`src/hdl/icm_pkg.sv`:
```
package icm_pkg;

	// ****************************************
	// widths
	// ****************************************
	localparam int TIMER_W = 16;

	// ****************************************
	// reset values and counts
	// ****************************************
	localparam logic [3:0]         PRESC_RESET   = 4'h0;
	localparam logic [3:0]         PRESC4_LAST   = 4'h3;
	localparam logic [3:0]         PRESC16_LAST  = 4'hF;
	localparam logic [TIMER_W-1:0] CAPTURE_RESET = 16'h0000;

	// ****************************************
	// capture mode codes
	// ****************************************
	typedef enum logic [2:0] {
		MODE_OFF      = 3'b000,
		MODE_EDGE     = 3'b001,
		MODE_FALL     = 3'b010,
		MODE_RISE     = 3'b011,
		MODE_RISE4    = 3'b100,
		MODE_RISE16   = 3'b101,
		MODE_FIRST    = 3'b110,
		MODE_IRQ_ONLY = 3'b111
	} icm_mode_t;

	// ****************************************
	// carriers
	// ****************************************
	typedef struct packed {
		icm_mode_t captureModeSelect;
		logic      firstEdgeRising;
		logic      timerSelect;
	} icm_cfg_t;

	typedef struct packed {
		logic [TIMER_W-1:0] timerA;
		logic [TIMER_W-1:0] timerB;
	} icm_timers_t;

endpackage

```
`src/hdl/icm_capture_mode.sv`:
```
`timescale 1ns/1ps

// Functional notes
// - mode zero: channel off, no events
// - mode one: event on every edge
// - mode two: capture every falling edge
// - mode three: capture every rising edge
// - mode four: capture every fourth rising edge
// - mode five: capture every sixteenth rising edge
// - mode six: chosen edge first, then every edge
// - mode seven: interrupt only, sleep or idle
module icm_capture_mode (
	input  wire logic                       clock,
	input  wire logic                       rst,
	input  wire icm_pkg::icm_cfg_t          cfg,
	input  wire logic                       lowPower,
	input  wire icm_pkg::icm_timers_t       timers,
	input  wire logic                       capturePin,
	output logic [icm_pkg::TIMER_W-1:0]     captureValue,
	output logic                            captureStrobe,
	output logic                            interruptReq
);
	import icm_pkg::*;

	// ****************************************
	// pin synchroniser
	// ****************************************
	// the pin is asynchronous to clock: two flops before any logic reads it
	// costs two cycles of latency, so pulses under one cycle may be lost
	logic syncA_reg, syncA_next;
	logic syncB_reg, syncB_next;
	logic last_reg,  last_next;

	always_comb begin
		syncA_next = capturePin;
		syncB_next = syncA_reg;
		last_next  = syncB_reg;
	end

	always_ff @(posedge clock) begin
		if (rst) begin
			syncA_reg <= 1'b0;
			syncB_reg <= 1'b0;
			last_reg  <= 1'b0;
		end else begin
			syncA_reg <= syncA_next;
			syncB_reg <= syncB_next;
			last_reg  <= last_next;
		end
	end

	// ****************************************
	// edge qualification
	// ****************************************
	// last_reg resets low like the idle pin, so no false edge after reset
	// a pin held high through reset shows one rising edge on release
	logic riseEdge;
	logic fallEdge;
	assign riseEdge = syncB_reg & ~last_reg;
	assign fallEdge = ~syncB_reg & last_reg;

	// ****************************************
	// helpers
	// ****************************************
	// edge-detect, first-edge and interrupt-only modes react to both edges
	function automatic logic anyEdge(
		input logic rise,
		input logic fall
	);
		return rise | fall;
	endfunction

	// prescaler advance; wraps to zero after the capturing edge
	function automatic logic [3:0] prescStep(
		input logic [3:0] count,
		input logic [3:0] last
	);
		logic [3:0] stepped;
		stepped = count + 4'h1;
		if (count == last) begin
			return PRESC_RESET;
		end
		return stepped;
	endfunction

	// timer chosen by the configuration in the cycle of the edge
	function automatic logic [TIMER_W-1:0] pickTimer(
		input logic        sel,
		input icm_timers_t t
	);
		if (sel) begin
			return t.timerB;
		end
		return t.timerA;
	endfunction

	// ****************************************
	// mode logic
	// ****************************************
	// mode_reg lags cfg by one cycle; the cycle of a change is spent
	// clearing the prescaler and the first-edge wait, edges there are lost
	// software is expected to leave a cycle after switching the channel off
	logic [3:0]         presc_reg,   presc_next;
	logic               armed_reg,   armed_next;
	icm_mode_t          mode_reg,    mode_next;
	// qualified events handed to the result stage
	logic               doCapture;
	logic               doIrq;

	always_comb begin
		doCapture   = 1'b0;
		doIrq       = 1'b0;
		presc_next  = presc_reg;
		armed_next  = armed_reg;
		mode_next   = cfg.captureModeSelect;
		// a mode change restarts the prescaler and first-edge wait
		if (mode_reg != cfg.captureModeSelect) begin
			presc_next = PRESC_RESET;
			armed_next = 1'b0;
		end else begin
			unique case (mode_reg)
				MODE_OFF: begin
					presc_next = PRESC_RESET;
				end
				MODE_EDGE: begin
					doCapture = anyEdge(riseEdge, fallEdge);
				end
				MODE_FALL: begin
					doCapture = fallEdge;
				end
				MODE_RISE: begin
					doCapture = riseEdge;
				end
				MODE_RISE4: begin
					if (riseEdge) begin
						doCapture  = (presc_reg == PRESC4_LAST);
						presc_next = prescStep(presc_reg, PRESC4_LAST);
					end
				end
				MODE_RISE16: begin
					if (riseEdge) begin
						doCapture  = (presc_reg == PRESC16_LAST);
						presc_next = prescStep(presc_reg, PRESC16_LAST);
					end
				end
				MODE_FIRST: begin
					if (armed_reg) begin
						// once armed, polarity no longer matters
						doCapture = anyEdge(riseEdge, fallEdge);
					end else if (cfg.firstEdgeRising ? riseEdge : fallEdge) begin
						doCapture  = 1'b1;
						armed_next = 1'b1;
					end
				end
				MODE_IRQ_ONLY: begin
					// outside sleep or idle this mode does nothing
					doIrq = lowPower & anyEdge(riseEdge, fallEdge);
				end
			endcase
		end
	end

	always_ff @(posedge clock) begin
		if (rst) begin
			presc_reg <= PRESC_RESET;
			armed_reg <= 1'b0;
			mode_reg  <= MODE_OFF;
		end else begin
			presc_reg <= presc_next;
			armed_reg <= armed_next;
			mode_reg  <= mode_next;
		end
	end

	// ****************************************
	// capture result and interrupt request
	// ****************************************
	// the value holds between captures so software reads a stable count
	logic [TIMER_W-1:0] value_reg,  value_next;
	logic               strobe_reg, strobe_next;
	logic               irq_reg,    irq_next;

	always_comb begin
		value_next = value_reg;
		if (doCapture) begin
			value_next = pickTimer(cfg.timerSelect, timers);
		end
		// both pulses last one cycle; the next needs a new edge
		strobe_next = doCapture;
		irq_next    = doCapture | doIrq;
	end

	always_ff @(posedge clock) begin
		if (rst) begin
			value_reg  <= CAPTURE_RESET;
			strobe_reg <= 1'b0;
			irq_reg    <= 1'b0;
		end else begin
			value_reg  <= value_next;
			strobe_reg <= strobe_next;
			irq_reg    <= irq_next;
		end
	end

	// ****************************************
	// outputs, straight from flip-flops
	// ****************************************
	assign captureValue  = value_reg;
	assign captureStrobe = strobe_reg;
	assign interruptReq  = irq_reg;

endmodule

```
`config.mk`:
```
export PLATFORM = sky130hd
export DESIGN_NAME = icm_capture_mode
export DESIGN_NICKNAME = d
export VERILOG_FILES = /design/src/hdl/icm_pkg.sv /design/src/hdl/icm_capture_mode.sv
export SDC_FILE = /design/constraint.sdc
export NUM_CORES = 1
export LEC_CHECK = 0
export BUFFER_PORTS_ARGS = -buffer_cell sky130_fd_sc_hd__buf_2
export CORE_MARGIN = 2
export CORE_UTILIZATION = 48
export DETAILED_ROUTE_END_ITERATION = 8
export PLACE_DENSITY = 0.91
export SLEW_MARGIN = 0
export SYNTH_ARGS = -nofsm -noshare
export SYNTH_HDL_FRONTEND = slang
export SYNTH_SLANG_ARGS = --single-unit
```
`constraint.sdc`:
```
create_clock -name clock -period 2.2 [get_ports clock]
set_input_delay 0.33 -clock clock [delete_from_list [all_inputs] [get_ports clock]]
set_output_delay 0.33 -clock clock [all_outputs]
set_load 0.01 [all_outputs]
```
==> impl_results.md, run 1 <==
* Slew Limit Fails at 0
* Multiplexer share of the synthesized area at 12.1%
* Core Box Area at 3050 um2
* Skew final at 0.00961 ns
* WHS Path Cells at 2
* First-pass GRT wire length at 5.24 mm
* Num CTS Buffers at 5
* Max FO, Critical Path at 16
* CP required at 2.39 ns
* RR Endpoint: captureValue[1]
* CTS tree: yes
* Pin count of the biggest net entering global routing at 18
* Leak pwr at 0.837 nW
* Full die area at 3670 um2
* Design area at 1920 um2
* Drt pass-1 iters at 4
* # H-tree levels at 2
* Critical Path End Type: register
* Ratio of cells with drive above 1 in the final layout at 41.1%
* Initial antenna violation count at 0
* Rows at 20
* Clock latency on the worst-skew pair at 0.32 ns
* Reg2Reg Depth at 6
* Slew HR at 70.6%
* WHS Endpoint: syncA_reg
* Clk sink count at 29
* Distinct cells, synth at 39
* Largest family of logic cells by synthesized area: compound AO/OA/AOI/OAI gates
* Nets@finish at 258
* R2R setup slack at 0.11 ns
* Die height at 60.6 um
* Asr flop ratio synth at 0%
* Area growth syn-to-layout at 24.9%
* Sum of negative setup slack at 0 ns
* Post-DP HPWL at 2.53 mm
* Min Tclk post-route at 2.09 ns
* Vias at 1354
* Max VDD drop at 0.000295 V
* WL/cell at 12.9 um
* Gr usage total at 19.3%
* Setup bufs post-CTS at 0
* Clock slew at reported path FFs at 0.10 ns
* Diode count at 0
* Placed Cells at 250
* Worst R2R Start: presc_reg[0]
* Vias in the first global route at 1185
* Synth warnings at 0
* Initial Util at 50.3%
* WP data arrival at 2.28 ns
* Die X at 60.6 um
* Net count after synthesis at 199
* Clock Tree Buf Depth at 2
* Hold path start: capturePin
* Final setup fails at 0
* Post-synth top area cell: dfxtp_1
* Register area share after synthesis at 37.8%
* Post-synthesis register bit count at 29
* Crit Path Class: register to register
* Total wire length at 3.33 mm
* P per Cell Area at 584 nW/um2
* Largest cells by area after synthesis: dfxtp_1 38%, mux2i_1 10%, a211oi_2 8.1%, a21oi_1 7.2%, ha_1 3.3%
* Post-CTS sizing at 1
* HP Class: primary input to register
* Max Cap Viol at 0
* Fin. Hold Viols at 0
* DR iter-0 viols at 32
* Syn avg cell area at 9.98 um2
* Ports at 59
* Cts-stage hold buffer count at 0
* Period utilization at 94.8%
* Synth Area in Compound Gates at 23.8%
* Startpoint types: register
* Share of the synthesized area in the top cell type at 37.8%
* GP Congestion at 0.745
* Fmax at 479 MHz
* Worst-Margin Slew at 0.441 ns
* DRC viols at 0
* Post-Syn Instances at 154
* Status: finished clean
* Detail Route Antenna Nets at 0
* Vias per cell at 5.25
* Max reg flops at 16
* Port Buf Inserts at 58
* RSZ-0062 raised after global routing: false
* Adder-cell area share of the yosys netlist at 3.26%
* Commonest non-fill, non-tap cell in the layout: buf_2
* Synth Area in Simple Gates at 15.2%
* Post-Syn Area at 1540 um2
* Post-DP Area at 1830 um2
* Most frequent cells in the layout: 58 x buf_2, 29 x dfxtp_1, 22 x a21oi_1, 16 x mux2i_1
* Post-synth EDFFs at 0
* Clk Tree Root Cell: clkbuf_4
* Non-Filler Instances at 258
* Synth Area in XOR/XNOR at 1.71%
* Top FF cell, synth: dfxtp_1
* Grt total ovfl at 0
[per-stage QoR]
step	hold slack, ns	utilization [%]	setup slack (ns)	total power, mW
after floorplan	0.402	-	0.243	0.628
after global placement	0.422	60.0	-0.0363	0.676
after detailed placement	0.422	60.0	-0.141	0.679
after CTS	0.214	62.9	0.0887	1.13
after global routing	0.223	62.9	0.0154	1.16
final	0.218	62.9	0.114	1.12
[worst max path at each step]
stage	endpoint	depth (start not counted)	slack, ns	startpoint
3_5_place_dp	captureValue[0]	6	-0.14	presc_reg[0]
5_1_grt	captureValue[4]	7	0.02	last_reg
4_1_cts	captureValue[1]	7	0.09	last_reg
2_1_floorplan	captureValue[10]	9	0.24	last_reg
6_report	captureValue[1]	6	0.11	presc_reg[0]
3_3_place_gp	captureValue[4]	6	-0.04	presc_reg[0]
[metal layers]
metal	track usage, %	up-vias	wire length [um]
li1	-	682	-
met3	5.54	5	158
met4	9.01	0	55
met5	0	-	0
met2	30.9	38	1660
met1	23.9	629	1450
[where the power goes]
part | leakage (nW) | total, mW | internal, mW | switching, mW
Combinational | 0.556 | 0.127 | 0.0621 | 0.0647
Sequential | 0.235 | 0.539 | 0.531 | 0.00829
Clock | 0.0455 | 0.455 | 0.271 | 0.184
Total | 0.837 | 1.12 | 0.864 | 0.257
[logic make-up after synthesis]
family,count (synthesis)
adder cells (fa/ha/maj),4
AND/OR/NAND/NOR,40
flip-flops,29
buffers and inverters,13
multiplexers,18
XOR/XNOR,3
AO/OA/AOI/OAI,47
[layout make-up]
type | instances | area (um2)
clock buffer | 7 | 55.1
fill | 272 | 1130
tap | 44 | 55.1
inverter | 2 | 7.51
sequential | 29 | 581
multi-input combinational | 112 | 863
clock inverter | 1 | 30.0
timing repair buffer | 63 | 328
[Yosys cell counts (2+ instances only)]
cell      number
nand3b_1       2
clkbuf_1       3
nand2b_1       2
a32oi_1        2
nand3_1        2
nor3b_1        2
buf_2          2
a21oi_1       22
mux2i_1       16
ha_1           4
o21ai_0        2
nor2_1        10
a211oi_1       6
dfxtp_1       29
nand4_1        3
xor2_1         3
inv_1          2
nand2_1        4
a211oi_2      10
buf_6          3
nor2b_1        7
[worst max-delay path, stage by stage (launching register included)]
cell	delay, ns
dfxtp_1	0.38
ha_1	0.23
or4b_4	0.49
a21o_1	0.20
o211ai_4	0.08
and2_2	0.42
a211oi_1	0.14
(Power assumes the default switching activity.)
==> inputs of run 2 (changes only) <==
--- a/config.mk
+++ b/config.mk
@@ -5,11 +5,12 @@
 export SDC_FILE = /design/constraint.sdc
 export NUM_CORES = 1
 export LEC_CHECK = 0
-export BUFFER_PORTS_ARGS = -buffer_cell sky130_fd_sc_hd__buf_2
+export BUFFER_PORTS_ARGS = -buffer_cell sky130_fd_sc_hd__buf_4
 export CORE_MARGIN = 2
 export CORE_UTILIZATION = 48
 export DETAILED_ROUTE_END_ITERATION = 8
 export PLACE_DENSITY = 0.91
+export REMOVE_ABC_BUFFERS = 1
 export SLEW_MARGIN = 0
 export SYNTH_ARGS = -nofsm -noshare
 export SYNTH_HDL_FRONTEND = slang
==> run 2 against run 1 <==
Non-clock buffer count decreased by 2. Count of clock-buffer cells in the layout is the same. Sequential share of layout area decreased by 1.7 points. Clock skew shrank 0.0065 ns. Die area stayed put. Global-route usage up 1.5 points. Highest routed layer unchanged.
==> impl_results.md, run 2 (synthesis results as in run 1) <==
* Status: finished clean
* WL/cell at 13.4 um
* Worst R2R Start: last_reg
* Net Sw Power at 0.239 mW
* Critical path startpoint: last_reg
* Max reg flops at 16
* Met1 Usage GRT at 26.6%
* Critical Path End Type: register
* Non-Filler Instances at 255
* Slew Limit Fails at 0
* CTS tree: yes
* Area growth syn-to-layout at 32.2%
* Num CTS Buffers at 5
* Diode count at 0
* Clock latency on the worst-skew pair at 0.32 ns
* Nets@finish at 256
* # H-tree levels at 2
* Core Box Area at 3050 um2
* Placed Cells at 248
* Cts-stage hold buffer count at 0
* Rows at 20
* P per Cell Area at 493 nW/um2
* Detail Route Antenna Nets at 0
* Startpoint types: register
* Clk sink count at 29
* Total wire length at 3.42 mm
* Gr usage total at 20.7%
* HP Class: primary input to register
* Combinational Power Share at 14.5%
* Vias in the first global route at 1266
* Min Tclk post-route at 2.09 ns
* Vias at 1378
* Design area at 2030 um2
* GP Congestion at 0.734
* Fin. Hold Viols at 0
* Initial antenna violation count at 0
* Die X at 60.6 um
* Pin count of the biggest net entering global routing at 26
* Share of total power in sequential cells at 54.0%
* Worst-Margin Slew at 0.357 ns
* DR iter-0 viols at 60
* Port Buf Inserts at 58
* Clock Tree Buf Depth at 2
* Post-DP Area at 1980 um2
* Final core area utilization at 66.5%
* Hold path start: capturePin
* Final setup fails at 0
* Sw Share at 23.9%
* CP required at 2.43 ns
* Grt total ovfl at 0
* First-pass GRT wire length at 5.56 mm
* Sum of negative setup slack at 0 ns
* Setup bufs post-CTS at 0
* Most frequent cells in the layout: 60 x buf_4, 29 x dfxtp_1, 22 x a21oi_1, 16 x mux2i_1
* DRC viols at 0
* GR Layer Usage met2 at 31.2%
* Post-CTS sizing at 0
* Clock power share at 31.5%
* Ports at 59
* Drt pass-1 iters at 4
* Ratio of cells with drive above 1 in the final layout at 39.8%
* Period utilization at 94.9%
* Vias per cell at 5.40
* Commonest non-fill, non-tap cell in the layout: buf_4
* Slew HR at 76.2%
* Max Cap Viol at 0
* Max FO, Critical Path at 16
* Internal power at 0.762 mW
* WP data arrival at 2.32 ns
* Die height at 60.6 um
* Skew final at 0.00312 ns
* Most Used Layer, Global Route: met2
* Post-DP HPWL at 2.53 mm
* Crit Path Class: register to register
* Full die area at 3670 um2
* Leak pwr at 0.847 nW
* Clk Tree Root Cell: clkbuf_4
* Clock slew at reported path FFs at 0.08 ns
* Max VDD drop at 0.000352 V
* Initial Util at 50.3%
* Fmax at 479 MHz
* RSZ-0062 raised after global routing: false
* M3 GR Usage at 7.68%
## run 2: cell type report
| type | count | area (um2) |
|---|---|---|
| sequential | 29 | 581 |
| multi-input combinational | 112 | 862 |
| fill | 248 | 1020 |
| clock buffer | 7 | 55.1 |
| inverter | 2 | 7.51 |
| tap | 44 | 55.1 |
| timing repair buffer | 61 | 470 |
## run 2: worst paths after layout
path | to | slack (ns) | cells after the start
max | captureValue[0] | 0.11 | 8
min reg2reg | last_next | 0.45 | 1
min | syncA_reg | 0.22 | 2
max reg2reg | captureValue[0] | 0.11 | 8
## run 2: layer usage
layer  routed length, um  vias to the layer above
li1                    -                      681
met1                1460                      632
met2                1590                       59
met3                 301                        6
met4                  70                        0
met5                   0                        -
## run 2: through the flow
stage,hold WS (ns),worst slack (ns),total power [mW]
after floorplan,0.395,0.00151,0.609
after CTS,0.215,0.0944,1.01
after detailed placement,0.433,0.0914,0.698
after global placement,0.420,0.246,0.695
final,0.217,0.111,1.00
after global routing,0.237,0.0115,1.04
## run 2: power by group through the flow
stage	combinational, mW	clock, mW	sequential [mW]
final	0.145	0.315	0.541
after CTS	0.146	0.325	0.541
after global routing	0.159	0.337	0.543
after floorplan	0.0575	0	0.551
after detailed placement	0.145	0	0.553
after global placement	0.142	0	0.553
## run 2: worst max-delay path, stage by stage, from the launching register on
cell      delay (ns)
dfxtp_1         0.37
inv_1           0.06
ha_1            0.25
mux2_2          0.29
o211ai_1        0.25
o211ai_4        0.17
and2_1          0.22
buf_12          0.16
a211oi_1        0.22
